`config.mk`:
```
export PLATFORM = sky130hd
export DESIGN_NAME = obmn_navigator
export DESIGN_NICKNAME = d
export VERILOG_FILES = /design/src/obmn_navigator.v
export VERILOG_INCLUDE_DIRS = /design/src
export SDC_FILE = /design/constraint.sdc
export NUM_CORES = 1
export LEC_CHECK = 0
export ABC_AREA = 0
export CORE_MARGIN = 5
export CORE_UTILIZATION = 65
export DETAILED_ROUTE_END_ITERATION = 7
export DONT_BUFFER_PORTS = 1
export PLACE_DENSITY = 0.81
export SYNTH_ARGS = -nofsm -noshare
export SYNTH_HDL_FRONTEND = slang
export SYNTH_SLANG_ARGS = --single-unit
```
`constraint.sdc`:
```
create_clock -name sys_clk -period 6.4 [get_ports sys_clk]
set_clock_uncertainty 0.1 [all_clocks]
set_input_delay 1.28 -clock sys_clk [delete_from_list [all_inputs] [get_ports sys_clk]]
set_output_delay 1.28 -clock sys_clk [all_outputs]
set_load 0.02 [all_outputs]
```
`src/obmn_regs.vh`:
```
// Constants for the one-button menu navigator.
// Assumes a 25 MHz system clock; included by its bare name.
`ifndef OBMN_REGS_VH
`define OBMN_REGS_VH

`define OBMN_CLK_HZ          25000000
`define OBMN_IDLE_MS         5000
`define OBMN_IDLE_CYC        ((`OBMN_CLK_HZ / 1000) * `OBMN_IDLE_MS)
`define OBMN_LONG_MS         1000
`define OBMN_LONG_CYC        ((`OBMN_CLK_HZ / 1000) * `OBMN_LONG_MS)

`define OBMN_LVL_CLOSED      2'h0
`define OBMN_LVL_ONE         2'h1
`define OBMN_LVL_TWO         2'h2
`define OBMN_LVL_THREE       2'h3

`define OBMN_TOP_HARDWARE    3'h0
`define OBMN_TOP_LANGUAGES   3'h1
`define OBMN_TOP_NETWORK     3'h2
`define OBMN_TOP_SOFTWARE    3'h3
`define OBMN_TOP_BACK        3'h4
`define OBMN_TOP_COUNT       3'h5

`define OBMN_SUB_HW_TEMP     3'h0
`define OBMN_SUB_HW_CONTRAST 3'h1
`define OBMN_SUB_HW_DATE     3'h2
`define OBMN_SUB_HW_BACK     3'h3
`define OBMN_SUB_LANG_BACK   3'h3
`define OBMN_SUB_NET_BACK    3'h2
`define OBMN_SUB_SW_BACK     3'h3

`define OBMN_TYPE_INFO       2'h0
`define OBMN_TYPE_CONFIG     2'h1
`define OBMN_TYPE_RETURN     2'h2

`define OBMN_LANG_ENGLISH    2'h0
`define OBMN_LANG_PORTUGUESE 2'h1
`define OBMN_LANG_SPANISH    2'h2

`define OBMN_CONTRAST_W      4
`define OBMN_CONTRAST_MIN    4'h0
`define OBMN_CONTRAST_MAX    4'hf
`define OBMN_CONTRAST_RST    4'h8

`endif

```
`src/obmn_navigator.v`:
```
// One-button front-panel menu navigator: press classifier, menu walk,
// contrast and language settings, exit conditions.
// Assumes a debounced button input synchronous to sys_clk.
//
// Overview of operation
// [RULE1] A long press opens the menu, descends a level or selects a configurable item.
// [RULE2] A short press steps to the next item of the current level.
// [RULE3] Level one holds hardware, languages, network, software and back.
// [RULE4] Each screen is informative, configurable or return, and every sub-level ends in back.
// [RULE5] Hardware holds temperature, contrast, date-time and back; only contrast opens level three.
// [RULE6] Each short press in the contrast screen raises the shown contrast by one step.
// [RULE7] A short press at maximum contrast wraps the shown value to the minimum.
// [RULE8] A long press in the contrast screen commits the shown value and goes up one level.
// [RULE9] A long press on a language item applies English, Portuguese or Spanish.
// [RULE10] A long press on level-one back closes the menu.
// [RULE11] A short press on another bus module closes the menu at once and shows that module.
// [RULE12] More than 5 s without button activity closes the menu.
// [RULE13] Software holds firmware, bootloader, auxiliary processor; network holds address and mask.
// [RULE14] Press length is compared with a threshold, giving one pulse per release.

`timescale 1ns/1ps
`default_nettype none
`include "obmn_regs.vh"

module obmn_navigator #(
    parameter [31:0] LONG_CYC = `OBMN_LONG_CYC,
    parameter [31:0] IDLE_CYC = `OBMN_IDLE_CYC
) (
    input  wire       sys_clk,
    input  wire       rst,
    input  wire       clk_en,
    input  wire       button,
    input  wire       other_short,
    output reg        menu_open,
    output reg  [1:0] level,
    output reg  [2:0] top_item,
    output reg  [2:0] sub_item,
    output reg  [1:0] screen_type,
    output reg  [3:0] contrast,
    output reg  [3:0] contrast_shown,
    output reg  [1:0] language,
    output reg        show_other,
    output reg        short_evt,
    output reg        long_evt
);

    // Last item index of each second-level list
    function [2:0] last_sub;
        input [2:0] top;
        begin
            case (top)
                `OBMN_TOP_HARDWARE:  last_sub = `OBMN_SUB_HW_BACK;
                `OBMN_TOP_LANGUAGES: last_sub = `OBMN_SUB_LANG_BACK;
                `OBMN_TOP_NETWORK:   last_sub = `OBMN_SUB_NET_BACK;
                `OBMN_TOP_SOFTWARE:  last_sub = `OBMN_SUB_SW_BACK;
                default:             last_sub = 3'h0;
            endcase
        end
    endfunction

    // Screen type from position in the tree
    function [1:0] kind_of;
        input [1:0] lvl;
        input [2:0] top;
        input [2:0] sub;
        begin
            if (lvl == `OBMN_LVL_THREE)
                kind_of = `OBMN_TYPE_CONFIG;
            else if (lvl == `OBMN_LVL_ONE)
                kind_of = (top == `OBMN_TOP_BACK) ? `OBMN_TYPE_RETURN : `OBMN_TYPE_INFO;
            else if (sub == last_sub(top))
                kind_of = `OBMN_TYPE_RETURN; // RULE4
            else if (top == `OBMN_TOP_LANGUAGES)
                kind_of = `OBMN_TYPE_CONFIG;
            else if (top == `OBMN_TOP_HARDWARE && sub == `OBMN_SUB_HW_CONTRAST)
                kind_of = `OBMN_TYPE_CONFIG;
            else
                kind_of = `OBMN_TYPE_INFO; // RULE13
        end
    endfunction

    // Menu depth codes; closed means the status screen is shown
    localparam [1:0] LVL_CLOSED = `OBMN_LVL_CLOSED;
    localparam [1:0] LVL_ONE    = `OBMN_LVL_ONE;
    localparam [1:0] LVL_TWO    = `OBMN_LVL_TWO;
    localparam [1:0] LVL_THREE  = `OBMN_LVL_THREE;

    reg        btn_prev;
    reg [31:0] hold_cnt;
    reg [31:0] idle_cnt;

    // Press classifier: counter saturates so very long holds stay long
    always @(posedge sys_clk) begin
        if (rst) begin
            btn_prev  <= 1'b0;
            hold_cnt  <= 32'h0;
            short_evt <= 1'b0;
            long_evt  <= 1'b0;
        end else if (clk_en) begin
            btn_prev  <= button;
            short_evt <= 1'b0;
            long_evt  <= 1'b0;
            if (button) begin
                if (hold_cnt != 32'hffffffff)
                    hold_cnt <= hold_cnt + 32'h1;
            end else begin
                hold_cnt <= 32'h0;
            end
            // Count equals held edges here; no wrap at saturation
            if (btn_prev && !button) begin
                if (hold_cnt >= LONG_CYC)
                    long_evt <= 1'b1; // RULE14
                else
                    short_evt <= 1'b1; // RULE14
            end
        end
    end

    reg [1:0] next_level;
    reg [2:0] next_top;
    reg [2:0] next_sub;
    reg [3:0] next_shown;
    reg [3:0] next_contrast;
    reg [1:0] next_lang;
    reg       next_other;
    reg       idle_expired;

    always @* begin
        idle_expired  = (idle_cnt >= IDLE_CYC);
        next_level    = level;
        next_top      = top_item;
        next_sub      = sub_item;
        next_shown    = contrast_shown;
        next_contrast = contrast;
        next_lang     = language;
        next_other    = show_other;
        if (other_short) begin
            next_level = `OBMN_LVL_CLOSED; // RULE11
            next_other = 1'b1; // RULE11
        end else if (level != `OBMN_LVL_CLOSED && idle_expired) begin
            next_level = `OBMN_LVL_CLOSED; // RULE12
        end else begin
            case (level)
                LVL_CLOSED: begin
                    if (long_evt) begin
                        next_level = `OBMN_LVL_ONE; // RULE1
                        next_top   = `OBMN_TOP_HARDWARE;
                        next_other = 1'b0;
                    end
                end
                LVL_ONE: begin
                    if (short_evt)
                        next_top = (top_item == `OBMN_TOP_BACK) ?
                                   `OBMN_TOP_HARDWARE : top_item + 3'h1; // RULE2 RULE3
                    else if (long_evt && top_item == `OBMN_TOP_BACK)
                        next_level = `OBMN_LVL_CLOSED; // RULE10
                    else if (long_evt) begin
                        next_level = `OBMN_LVL_TWO; // RULE1
                        next_sub   = 3'h0;
                    end
                end
                LVL_TWO: begin
                    if (short_evt)
                        next_sub = (sub_item == last_sub(top_item)) ?
                                   3'h0 : sub_item + 3'h1; // RULE2
                    else if (long_evt) begin
                        if (sub_item == last_sub(top_item))
                            next_level = `OBMN_LVL_ONE; // RULE4
                        else if (top_item == `OBMN_TOP_HARDWARE &&
                                 sub_item == `OBMN_SUB_HW_CONTRAST) begin
                            next_level = `OBMN_LVL_THREE; // RULE5
                            next_shown = contrast;
                        end else if (top_item == `OBMN_TOP_LANGUAGES)
                            next_lang = sub_item[1:0]; // RULE9
                    end
                end
                LVL_THREE: begin
                    if (short_evt)
                        next_shown = (contrast_shown == `OBMN_CONTRAST_MAX) ?
                                     `OBMN_CONTRAST_MIN : // RULE7
                                     contrast_shown + 4'h1; // RULE6
                    else if (long_evt) begin
                        next_contrast = contrast_shown; // RULE8
                        next_level    = `OBMN_LVL_TWO; // RULE8
                    end
                end
                default: next_level = `OBMN_LVL_CLOSED;
            endcase
        end
    end

    always @(posedge sys_clk) begin
        if (rst) begin
            idle_cnt       <= 32'h0;
            level          <= `OBMN_LVL_CLOSED;
            menu_open      <= 1'b0;
            top_item       <= `OBMN_TOP_HARDWARE;
            sub_item       <= 3'h0;
            screen_type    <= `OBMN_TYPE_INFO;
            contrast       <= `OBMN_CONTRAST_RST;
            contrast_shown <= `OBMN_CONTRAST_RST;
            language       <= `OBMN_LANG_ENGLISH;
            show_other     <= 1'b0;
        end else if (clk_en) begin
            // Any press edge or release counts as activity
            if (button || btn_prev || level == `OBMN_LVL_CLOSED)
                idle_cnt <= 32'h0;
            else if (!idle_expired)
                idle_cnt <= idle_cnt + 32'h1; // RULE12
            level          <= next_level;
            menu_open      <= (next_level != `OBMN_LVL_CLOSED);
            top_item       <= next_top;
            sub_item       <= next_sub;
            screen_type    <= kind_of(next_level, next_top, next_sub);
            contrast       <= next_contrast;
            contrast_shown <= next_shown;
            language       <= next_lang;
            show_other     <= next_other;
        end
    end

endmodule

`default_nettype wire

```
-- Word-level counts from Yosys, hierarchy flattened
Index checks and enable logic that the tools add are counted.
- muxes and demuxes: 66
- magnitude comparators: 2
- bitwise logic cells: 5
- eq/ne operators: 28
- reductions and logical operators: 24
- add/sub/neg operators: 5
- operators by type and width (cell ; number):
    two-way mux 32 bit ; 4
    two-way mux 3 bit ; 25
    adder 32 x 1 -> 32 bit (second input constant) ; 2
    >= comparator 32 x 25 -> 1 bit (second input constant) ; 1
    >= comparator 32 x 27 -> 1 bit (second input constant) ; 1
    != test 32 bit (second input constant) ; 1
    two-way mux 2 bit ; 15
    two-way mux 4 bit ; 6
    AND reduction 9 bit ; 2
    == test 3 x 1 -> 1 bit (second input constant) ; 4
    == test 3 x 2 -> 1 bit (second input constant) ; 4
    != test 2 bit (second input constant) ; 6
    one-hot mux 3 bit (2 select lines) ; 2
    two-way mux 1 bit ; 10
    nonzero test 2 bit ; 5
    == test 3 bit ; 3
    one-hot mux 2 bit (2 select lines) ; 2
    one-hot mux 2 bit (4 select lines) ; 1
    one-hot mux 4 bit (2 select lines) ; 1
    adder 3 x 1 -> 3 bit (second input constant) ; 2
    == test 2 bit (second input constant) ; 3
    == test 3 bit (second input constant) ; 2
    logical NOT 3 bit ; 2
    AND reduction 6 bit ; 1
    12 further kinds ; 25
- register bits: 89
- output and inout bits: 24
- logic and storage cells: 144

-- Logic depth before layout (Yosys ltp)
Gate-level depths: netlist of run 1.
- depth in word-level cells: 24
- mapped depth: 12
- mapped depth without buffers: 10

-- Least setup slack after synthesis of run 1
No wires, ideal clock.
- path kind: input to register
- start point: input other_short
- end point: register screen_type[1]
- required time: 6212 ps
- cell stages on the path: 8
- buffers on the path: 1
- setup slack: 2920 ps
- arrival time: 3292 ps
- path through: clkbuf_1 -> or4_1 -> a211o_1 -> and2_1 -> o22ai_1 -> nor3_1 -> or4b_1 -> a311oi_2
- word-level cells in the longest chain between the ends: 12
- elaborated cells on any way between the ends: 21
- RTL lines (element ; line ; source):
    start, declared ; obmn_navigator.v:33 ; input wire other_short,
    two-way mux 3 bit ; obmn_navigator.v:137 ; if (other_short) begin
    == test 3 x 1 -> 1 bit (tied with other cells) ; obmn_navigator.v:51 ; case (top)
    OR reduction 3 bit (no source line) ; -- ;
    one-hot mux 2 bit (2 select lines) ; obmn_navigator.v:51 ;
    two-way mux 3 bit ; obmn_navigator.v:69 ; else if (lvl == `OBMN_LVL_ONE)
    two-way mux 3 bit ; obmn_navigator.v:67 ; if (lvl == `OBMN_LVL_THREE)
    two-way mux 3 bit ; obmn_navigator.v:204 ; end else if (clk_en) begin
    two-way mux 3 bit ; obmn_navigator.v:193 ; if (rst) begin
    == test 3 bit ; obmn_navigator.v:71 ; else if (sub == last_sub(top))
    two-way mux 2 bit ; obmn_navigator.v:71 ;
    two-way mux 2 bit ; obmn_navigator.v:69 ;
    two-way mux 2 bit * ; obmn_navigator.v:67 ;
    end signal, assigned ; obmn_navigator.v:199 ; screen_type <= `OBMN_TYPE_INFO;
    end signal, assigned ; obmn_navigator.v:214 ; screen_type <= kind_of(next_level, next_top, next_sub);
    end, declared ; obmn_navigator.v:38 ; output reg [1:0] screen_type,
Every way passes the cells marked *; elsewhere a longest branch is shown, timed or not. The select of a mux whose other input is x is not followed.
A chain may end at the register's enable or synchronous reset.

-- Final worst setup path of run 1
- start point: register level[0]
- end point: register screen_type[0]
- word-level cells in the longest chain between the ends: 15
- elaborated cells on any way between the ends: 44
- RTL lines (element ; line ; source):
    start, declared ; obmn_navigator.v:35 ; output reg [1:0] level,
    start signal, assigned ; obmn_navigator.v:195 ; level <= `OBMN_LVL_CLOSED;
    start signal, assigned ; obmn_navigator.v:210 ; level <= next_level;
    == test 2 x 1 -> 1 bit (tied with other cells) ; obmn_navigator.v:143 ; case (level)
    one-hot mux 3 bit (2 select lines) or logical AND 1 bit (tied branches) ; obmn_navigator.v:143, obmn_navigator.v:140 ;
    two-way mux 3 bit ; obmn_navigator.v:140 ; end else if (level != `OBMN_LVL_CLOSED && idle_expired) begin
    two-way mux 3 bit ; obmn_navigator.v:137 ;
    == test 3 x 1 -> 1 bit (tied with other cells) ; obmn_navigator.v:51 ;
    OR reduction 3 bit (no source line) ; -- ;
    one-hot mux 2 bit (2 select lines) ; obmn_navigator.v:51 ;
    two-way mux 3 bit ; obmn_navigator.v:69 ;
    two-way mux 3 bit ; obmn_navigator.v:67 ;
    two-way mux 3 bit ; obmn_navigator.v:204 ;
    two-way mux 3 bit ; obmn_navigator.v:193 ;
    == test 3 bit ; obmn_navigator.v:71 ;
    two-way mux 2 bit ; obmn_navigator.v:71 ;
    two-way mux 2 bit ; obmn_navigator.v:69 ;
    two-way mux 2 bit * ; obmn_navigator.v:67 ;
Marks and branches as above.

==> results of run 1 <==
## cell usage after synthesis (2+ instances only)
cell | instances | share of area [%]
a2111o_1 | 2 | 0.48
a211o_1 | 5 | 0.94
a211oi_1 | 13 | 2.1
a21o_1 | 3 | 0.48
a21oi_1 | 27 | 2.9
a22oi_1 | 3 | 0.48
a31oi_1 | 9 | 1.2
and2_1 | 4 | 0.54
and3_1 | 14 | 1.9
and4_1 | 5 | 0.94
clkbuf_1 | 19 | 1.5
dfxtp_1 | 89 | 38
ha_1 | 17 | 4.6
inv_1 | 28 | 2.3
mux2_2 | 2 | 0.48
mux2i_1 | 4 | 0.86
nand2_1 | 45 | 3.6
nand2b_1 | 2 | 0.27
nand3_1 | 29 | 3.1
nand4_1 | 11 | 1.5
nand4b_1 | 4 | 0.75
nor2_1 | 100 | 8.1
nor3_1 | 13 | 1.4
nor4_1 | 9 | 1.2
o2111ai_1 | 3 | 0.57
o211ai_1 | 3 | 0.48
o21a_1 | 4 | 0.65
o21ai_0 | 17 | 1.8
o32ai_1 | 2 | 0.38
or2_2 | 2 | 0.27
or3_1 | 9 | 1.2
or4_1 | 5 | 0.81
xnor2_1 | 16 | 3.0
xor2_1 | 32 | 6.0
## critical path: stages (launching register included)
cell and delay (ns):
dfxtp_1 0.60, inv_1 0.13, ha_1 0.34, nand3b_1 0.19, or4_1 0.41, a211o_1 0.24, nand3_1 0.11, a21boi_1 0.36
nand2_1 0.09, or4_1 0.42, o32ai_1 0.26
## routing by layer
| metal | vias to the layer above | wire length (um) | part of all wire (%) | global-route usage (%) |
|---|---|---|---|---|
| met5 | - | 0 | 0 | 0 |
| met4 | 0 | 68 | 0.70 | 6.73 |
| li1 | 2007 | - | - | - |
| met2 | 78 | 4690 | 48 | 37.1 |
| met1 | 1892 | 4450 | 46 | 30.0 |
| met3 | 6 | 570 | 5.8 | 6.69 |
## how the worst max path moves through the flow
stage	from	to	slack, ns
final	level[0]	screen_type[0]	3.05
after global routing	level[1]	screen_type[0]	2.80
after CTS	level[0]	screen_type[0]	3.07
after detailed placement	button	hold_cnt[27]	2.81
after global placement	clk_en	idle_cnt[24]	2.89
after floorplan	other_short	screen_type[1]	2.92
## sequential cells by signal, summed over array words and instances (netlist names)
name / cells
hold_cnt: 32
idle_cnt: 32
contrast: 4
contrast_shown: 4
sub_item: 3
top_item: 3
language: 2
level: 2
screen_type: 2
btn_prev: 1
long_evt: 1
menu_open: 1
short_evt: 1
show_other: 1
## kinds of logic (layout without fill, tap and decap cells)
group	count (synthesis)	count (layout)
compound gates	104	104
xor+xnor	48	48
fa+ha+maj	17	17
buf+inv	48	44
flops	89	89
mux	6	6
simple gates	262	262
## layout make-up
type                       instances  area [um^2]
multi-input combinational        437         2690
clock inverter                     4         51.3
sequential                        89         1780
fill                             571         1970
inverter                          28          105
clock buffer                      12          155
tap                               96          120
## power breakdown
part | internal, mW | switching [mW]
logic | 0.0146 | 0.0261
clock network | 0.202 | 0.194
registers | 0.558 | 0.0131
total | 0.775 | 0.233
==> results.sh, run 1 <==
export IMPL_synthCells=574
export IMPL_min_path_cells=2
export IMPL_synth_simple_gate_area_share_pct=27.5
export IMPL_fmax_ghz=0.298
export IMPL_synthAdderAreaFrac_pct=4.58
export IMPL_period_share_pct=52.4
export IMPL_mostFrequentLayoutCells="100 x nor2_1, 89 x dfxtp_1, 45 x nand2_1, 32 x xor2_1, 29 x nand3_1"
export IMPL_grt_pass1_vias=3645
export IMPL_pre_cts_ws_ns=2.81
export IMPL_die_h_um=94.6
export IMPL_timing_final_max_slew_violations=0
export IMPL_rr_worst_depth=10
export IMPL_startpoint_type="flip-flop"
export IMPL_routed_via_density=5.98
export IMPL_crit_type="flip-flop to flip-flop"
export IMPL_fp_dieW_um=94.6
export IMPL_fp_row_count=30
export IMPL_h_tree_depth=3
export IMPL_regToRegEndpoint="screen_type[0]"
export IMPL_cts_repair_resized=0
export IMPL_clk_path_buf_depth=2
export IMPL_p_total_mw=1.01
export IMPL_clockRootBuffer="clkbuf_8"
export IMPL_yosys_mux_area_fraction_pct=1.35
export IMPL_synth_compound_area_share_pct=15.3
export IMPL_antenna_found_initial=0
export IMPL_ys_flop_type="dfxtp_1"
export IMPL_io_pins=29
export IMPL_n_antenna_cell=0
export IMPL_drive_gt1_share_pct=4.21
export IMPL_io_buffers=0
export IMPL_seq_area_frac_synth_pct=38.3
export IMPL_synth_cell_area_mm2=0.00465
export IMPL_vdd_drop_max_uv=177
export IMPL_grt_pass1_wl_mm=16.7
export IMPL_first_pass_iters=5
export IMPL_place_area_mm2=0.00469
export IMPL_finalHoldViolations=0
export IMPL_yosysWarnings=0
export IMPL_required_ns=6.56
export IMPL_synthArstFlopShare_pct=0
export IMPL_core_area_mm2=0.00687
export IMPL_stdcell_count=666
export IMPL_drt_total_wl_mm=9.78
export IMPL_hpwl_mm=7.01
export IMPL_r2r_start="level[0]"
export IMPL_drt_iter0_markers=236
export IMPL_cts_sinks=89
export IMPL_ys_types=58
export IMPL_synth_nets=596
export IMPL_hold_buffers=0
export IMPL_start_util_pct=67.7
export IMPL_min_from="idle_cnt[26]"
export IMPL_synth_xor_area_share_pct=9.04
export IMPL_insertion_delay_ns=0.35
export IMPL_cap_violations=0
export IMPL_arrival_ns=3.51
export IMPL_finalSetupTns_ns=0
export IMPL_vias=3983
export IMPL_cts_tree="done"
export IMPL_synth_edf_count=0
export IMPL_final_area_mm2=0.00490
export IMPL_nets=587
export IMPL_hold_path_class="flip-flop to flip-flop"
export IMPL_post_cts_setup_buffers=0
export IMPL_syn_area_per_cell_um2=8.10
export IMPL_ant_nets=0
export IMPL_grt_ovfl_total=0
export IMPL_rsz0062_at_grt="no"
export IMPL_dieArea_mm2=0.00894
export IMPL_dp_cells=650
export IMPL_grt_max_degree=33
export IMPL_reg2reg_slack_ns=3.05
export IMPL_synth_top_family_by_area="simple AND/OR/NAND/NOR gates"
export IMPL_setup_violations=0
export IMPL_ys_seq_elements=89
export IMPL_layout_commonest_cell="nor2_1"
export IMPL_critPathCaptureType="flip-flop"
export IMPL_finalWorstSetupSlack_ns=3.05
export IMPL_whs_ns=0.382
export IMPL_numCtsBuffers=9
export IMPL_min_period_ns=3.35
export IMPL_leakagePower_nw=1.71
export IMPL_min_to="idle_cnt[26]"
export IMPL_grt_use_total_pct=23.0
export IMPL_status="completed"
export IMPL_power_density_mw_per_mm2=206
export IMPL_syn2layout_area_growth_pct=5.41
export IMPL_fin_util_pct=71.3
export IMPL_wire_per_inst_um=14.7
export IMPL_gp_congestion=0.890
export IMPL_relSlewSlack_pct=30.4
export IMPL_tightest_slew_ns=1.02
export IMPL_clk_pin_slew_ns=0.08
export IMPL_cp_max_fo=9
export IMPL_route_detailed_drc=0
Note: power is estimated with default switching activity, not from simulation.
==> run 2: changes to the inputs <==
ABC_AREA = 1   (was 0)
CORE_UTILIZATION = 64   (was 65)
PLACE_DENSITY = 0.8   (was 0.81)
clock period = 3.42 ns   (was 6.4 ns; I/O delays follow)
==> results.sh, run 2 <==
export IMPL_n_antenna_cell=0
export IMPL_first_pass_iters=7
export IMPL_fp_dieW_um=101
export IMPL_synth_common_cells="157 x nand2_1, 99 x inv_1, 89 x dfxtp_1"
export IMPL_wire_per_inst_um=14.1
export IMPL_cap_violations=0
export IMPL_routed_via_density=5.76
export IMPL_core_area_mm2=0.00813
export IMPL_mostFrequentLayoutCells="157 x nand2_1, 99 x inv_1, 89 x dfxtp_1, 86 x nor2_1, 75 x a21oi_1"
export IMPL_io_buffers=0
export IMPL_cts_tree="done"
export IMPL_rsz0062_at_grt="no"
export IMPL_top_regs="hold_cnt (32), idle_cnt (32)"
export IMPL_synth_nets=819
export IMPL_finalHoldViolations=0
export IMPL_required_ns=3.62
export IMPL_crit_type="flip-flop to flip-flop"
export IMPL_whs_ns=0.278
export IMPL_grt_use_total_pct=25.3
export IMPL_vdd_drop_max_uv=194
export IMPL_synth_cell_area_mm2=0.00532
export IMPL_fin_util_pct=68.3
export IMPL_route_detailed_drc=0
export IMPL_ys_types=39
export IMPL_start_util_pct=65.3
export IMPL_clk_path_buf_depth=2
export IMPL_hold_path_class="input pin to flip-flop"
export IMPL_timing_final_max_slew_violations=0
export IMPL_period_share_pct=79.9
export IMPL_setup_violations=0
export IMPL_grt_ovfl_total=0
export IMPL_antenna_found_initial=0
export IMPL_startpoint_type="flip-flop"
export IMPL_synth_edf_count=0
export IMPL_h_tree_depth=3
export IMPL_numCtsBuffers=9
export IMPL_post_cts_setup_buffers=0
export IMPL_grt_max_degree=39
export IMPL_syn_area_per_cell_um2=6.67
export IMPL_fp_row_count=33
export IMPL_cts_repair_resized=0
export IMPL_layout_commonest_cell="nand2_1"
export IMPL_finalSetupTns_ns=0
export IMPL_pre_cts_ws_ns=0.756
export IMPL_ant_nets=0
export IMPL_yosysWarnings=0
export IMPL_drt_total_wl_mm=12.7
export IMPL_status="completed"
export IMPL_grt_pass1_wl_mm=21.3
export IMPL_clk_pin_slew_ns=0.08
export IMPL_drive_gt1_share_pct=7.41
export IMPL_synthCells=797
export IMPL_io_pins=29
export IMPL_synth_top_cell_by_area="dfxtp_1"
export IMPL_leakagePower_nw=2.05
export IMPL_ys_flop_type="dfxtp_1"
export IMPL_fmax_ghz=0.366
export IMPL_grt_pass1_vias=4772
export IMPL_ys_seq_elements=89
export IMPL_cts_sinks=89
export IMPL_nets=815
export IMPL_hold_buffers=0
export IMPL_min_period_ns=2.73
export IMPL_gp_congestion=1.03
export IMPL_hpwl_mm=9.33
export IMPL_yosysMostFrequentCell="nand2_1"
export IMPL_p_total_mw=1.90
export IMPL_power_density_mw_per_mm2=342
export IMPL_synthArstFlopShare_pct=0
export IMPL_synth_area_top_cells="dfxtp_1 34%, nand2_1 11%, a21oi_1 7.1%, inv_1 7.0%, nor2_1 6.1%"
export IMPL_die_h_um=101
export IMPL_synth_top_area_share_pct=33.5
export IMPL_vias=5189
export IMPL_clockRootBuffer="clkbuf_8"
export IMPL_relSlewSlack_pct=56.6
export IMPL_finalWorstSetupSlack_ns=0.686
export IMPL_insertion_delay_ns=0.37
export IMPL_tightest_slew_ns=0.650
export IMPL_seq_area_frac_synth_pct=33.5
export IMPL_drt_iter0_markers=360
export IMPL_dieArea_mm2=0.0102
export IMPL_syn2layout_area_growth_pct=4.59
export IMPL_critPathCaptureType="flip-flop"
export IMPL_cp_max_fo=5
export IMPL_arrival_ns=2.94
==> run 2: changes by cell type after synthesis, moves of 8 or more <==
cell      before  now
or3_1          9    0
inv_1         28   99
nand2_1       45  157
inv_2          0    9
o21ai_0       17   53
nand4_1       11   19
and3_1        14    2
nor3_1        13   55
xor2_1        32    8
clkbuf_1      19   11
a211oi_1      13    3
nor2_1       100   86
a21oi_1       27   75
==> run 2: area by class of cell <==
type	count	area (um^2)
inverter	109	409
fill	719	2570
timing repair buffer	2	15.0
clock inverter	3	17.5
sequential	89	1780
clock buffer	11	151
tap	105	131
multi-input combinational	582	3050
==> run 2: final timing paths <==
kind / slack [ns] / endpoint / from / cells past startpoint
min reg2reg: 0.34 / idle_cnt[28] / idle_cnt[28] / 2
max: 0.69 / screen_type[0] / level[0] / 16
max reg2reg: 0.69 / screen_type[0] / level[0] / 16
min: 0.28 / language[1] / rst / 1
==> run 2: worst max-delay path, cell delays in order (launching register included) <==
cell and delay [ns]:
dfxtp_1 0.54, inv_1 0.19, ha_1 0.29, inv_1 0.21, nor2_1 0.09, a21oi_1 0.27, o22ai_1 0.12, nand3b_1 0.18
nand2_1 0.16, nand2_1 0.10, nand2_1 0.06, nand2_1 0.05, nand2_1 0.05, inv_1 0.05, nand2_1 0.05, nand2_1 0.06
a21oi_1 0.11
==> run 2: cell families (layout without fill, tap and decap cells) <==
group | Yosys count | in the layout | share of synthesized area (%)
compound gates | 146 | 146 | 14.6
xor+xnor | 17 | 17 | 2.80
fa+ha+maj | 17 | 17 | 4.00
buf+inv | 126 | 125 | 9.04
flops | 89 | 89 | 33.5
simple gates | 402 | 402 | 36.0
==> run 2: where the power goes <==
group	internal [mW]	total (mW)	switching (mW)
combinational	0.0482	0.165	0.116
clock	0.293	0.658	0.364
sequential	1.05	1.08	0.0280
==> run 2: metal layers <==
| layer | track usage (%) | up-vias | share of wire [%] |
|---|---|---|---|
| met4 | 12.8 | 0 | 3.3 |
| met1 | 32.7 | 2322 | 44 |
| met5 | 0 | - | 0 |
| li1 | - | 2631 | - |
| met2 | 40.7 | 199 | 46 |
| met3 | 4.41 | 37 | 7.0 |
==> run 2: metrics by stage <==
stage               std cells  area (um^2)
global route              901         5560
CTS                       901         5560
global placement          887         5390
detailed placement        887         5390
floorplan                 797         5320
finish                    901         5560
==> run 3: changes to the inputs <==
CORE_UTILIZATION = 58   (was 64)
PLACE_DENSITY = 0.76   (was 0.8)
clock period = 2.5 ns   (was 3.42 ns; I/O delays follow)
==> results.sh, run 3 (synthesized netlist as in run 2, its figures left out) <==
export IMPL_route_detailed_drc=0
export IMPL_clk_pin_slew_ns=0.09
export IMPL_dieArea_mm2=0.0112
export IMPL_finalSetupTns_ns=0
export IMPL_antenna_found_initial=0
export IMPL_insertion_delay_ns=0.36
export IMPL_nFillCells=871
export IMPL_place_area_mm2=0.00551
export IMPL_tightest_slew_ns=0.506
export IMPL_h_tree_depth=3
export IMPL_grt_max_degree=39
export IMPL_startpoint_type="flip-flop"
export IMPL_first_pass_iters=5
export IMPL_cts_sinks=89
export IMPL_gp_congestion=0.901
export IMPL_final_area_mm2=0.00572
export IMPL_clockRootBuffer="clkbuf_8"
export IMPL_grt_pass1_wl_mm=22.6
export IMPL_cp_max_fo=7
export IMPL_timing_final_max_slew_violations=0
export IMPL_stdcell_count=926
export IMPL_finalHoldViolations=0
export IMPL_vdd_drop_max_uv=233
export IMPL_layout_commonest_cell="nand2_1"
export IMPL_top_regs="hold_cnt (32), idle_cnt (32)"
export IMPL_io_buffers=0
export IMPL_crit_type="flip-flop to flip-flop"
export IMPL_drt_total_wl_mm=13.0
export IMPL_power_density_mw_per_mm2=466
export IMPL_status="completed"
export IMPL_min_from="rst"
export IMPL_drt_iter0_markers=262
export IMPL_multiInputGateArea_mm2=0.00306
export IMPL_leakagePower_nw=2.14
export IMPL_die_h_um=106
export IMPL_required_ns=2.65
export IMPL_numCtsBuffers=9
export IMPL_grt_pass1_vias=4961
export IMPL_vias=5238
export IMPL_whs_ns=0.103
export IMPL_fin_util_pct=63.1
export IMPL_pre_cts_ws_ns=0.186
export IMPL_period_share_pct=91.0
export IMPL_critPathCaptureType="flip-flop"
export IMPL_io_pins=29
export IMPL_rsz0062_at_grt="no"
export IMPL_relSlewSlack_pct=66.0
export IMPL_hold_buffers=0
export IMPL_wire_per_inst_um=14.0
export IMPL_dp_cells=908
export IMPL_cts_tree="done"
export IMPL_r2r_start="idle_cnt[13]"
export IMPL_syn2layout_area_growth_pct=7.65
export IMPL_min_period_ns=2.28
export IMPL_nets=832
export IMPL_hpwl_mm=9.90
export IMPL_fp_dieW_um=106
export IMPL_grt_ovfl_total=0
export IMPL_grt_use_total_pct=24.1
export IMPL_p_total_mw=2.66
export IMPL_arrival_ns=2.43
export IMPL_mostFrequentLayoutCells="157 x nand2_1, 97 x inv_1, 89 x dfxtp_1, 85 x nor2_1, 75 x a21oi_1"
export IMPL_start_util_pct=58.6
export IMPL_drive_gt1_share_pct=9.94
export IMPL_routed_via_density=5.66
export IMPL_clk_path_buf_depth=2
export IMPL_hold_path_class="input pin to flip-flop"
export IMPL_core_area_mm2=0.00906
export IMPL_regArea_mm2=0.00178
export IMPL_finalWorstSetupSlack_ns=0.224
export IMPL_n_antenna_cell=0
export IMPL_startpoint="idle_cnt[13]"
export IMPL_fp_row_count=35
export IMPL_cap_violations=0
export IMPL_fmax_ghz=0.439
export IMPL_setup_violations=0
export IMPL_ant_nets=0
[run 3: cell count changes in the layout (fill, tap and decap cells not counted), sizes merged]
cell      delta
buf         +17
clkinv       +1
clkinvlp     +1
[run 3: power breakdown]
part           internal, mW  leakage [nW]  switching, mW
logic                0.0794          1.33          0.177
clock network         0.421        0.0959          0.530
registers              1.43         0.720         0.0230
[run 3: repair_timing]
item | 4_1_cts | 5_1_grt
hold endpoints to repair | 0 | 0
endpoints found under the setup margin | 0 | 16
resized for setup | 0 | 3
setup buffers | 0 | 2
[run 3: final cells by class]
| type | count | share of cell area (%) |
|---|---|---|
| inverter | 109 | 7.22 |
| clock buffer | 11 | 2.65 |
| tap | 111 | 2.43 |
| sequential | 89 | 31.1 |
| clock inverter | 5 | 0.678 |
| multi-input combinational | 582 | 53.4 |
| timing repair buffer | 19 | 2.49 |
[run 3: final timing paths]
kind	endpoint	slack, ns	cells past startpoint
worst max register to register	idle_cnt[23]	0.22	15
worst min-delay path	idle_cnt[27]	0.10	1
worst min register to register	idle_cnt[29]	0.34	2
worst max-delay path	idle_cnt[23]	0.22	15
[run 3: critical path, cell delays in order (launching register included)]
cell and delay, ns:
dfxtp_1 0.44, nor2_1 0.08, nand2_1 0.08, nor2_1 0.04, nand2_1 0.05, nand2_1 0.06, nand2_1 0.11, nand3_2 0.14
nand2_4 0.15, nand2_4 0.08, nor3_4 0.25, nand3_2 0.16, nor2_1 0.15, nand2_1 0.09, o21ai_1 0.13, a21oi_1 0.06
[run 3: routing by layer]
metal,routed length [um],global-route usage [%],up-vias
met1,5680,29.1,2421
met5,0,0,-
met2,6390,42.7,117
met4,289,8.23,0
li1,-,-,2672
met3,583,4.65,28
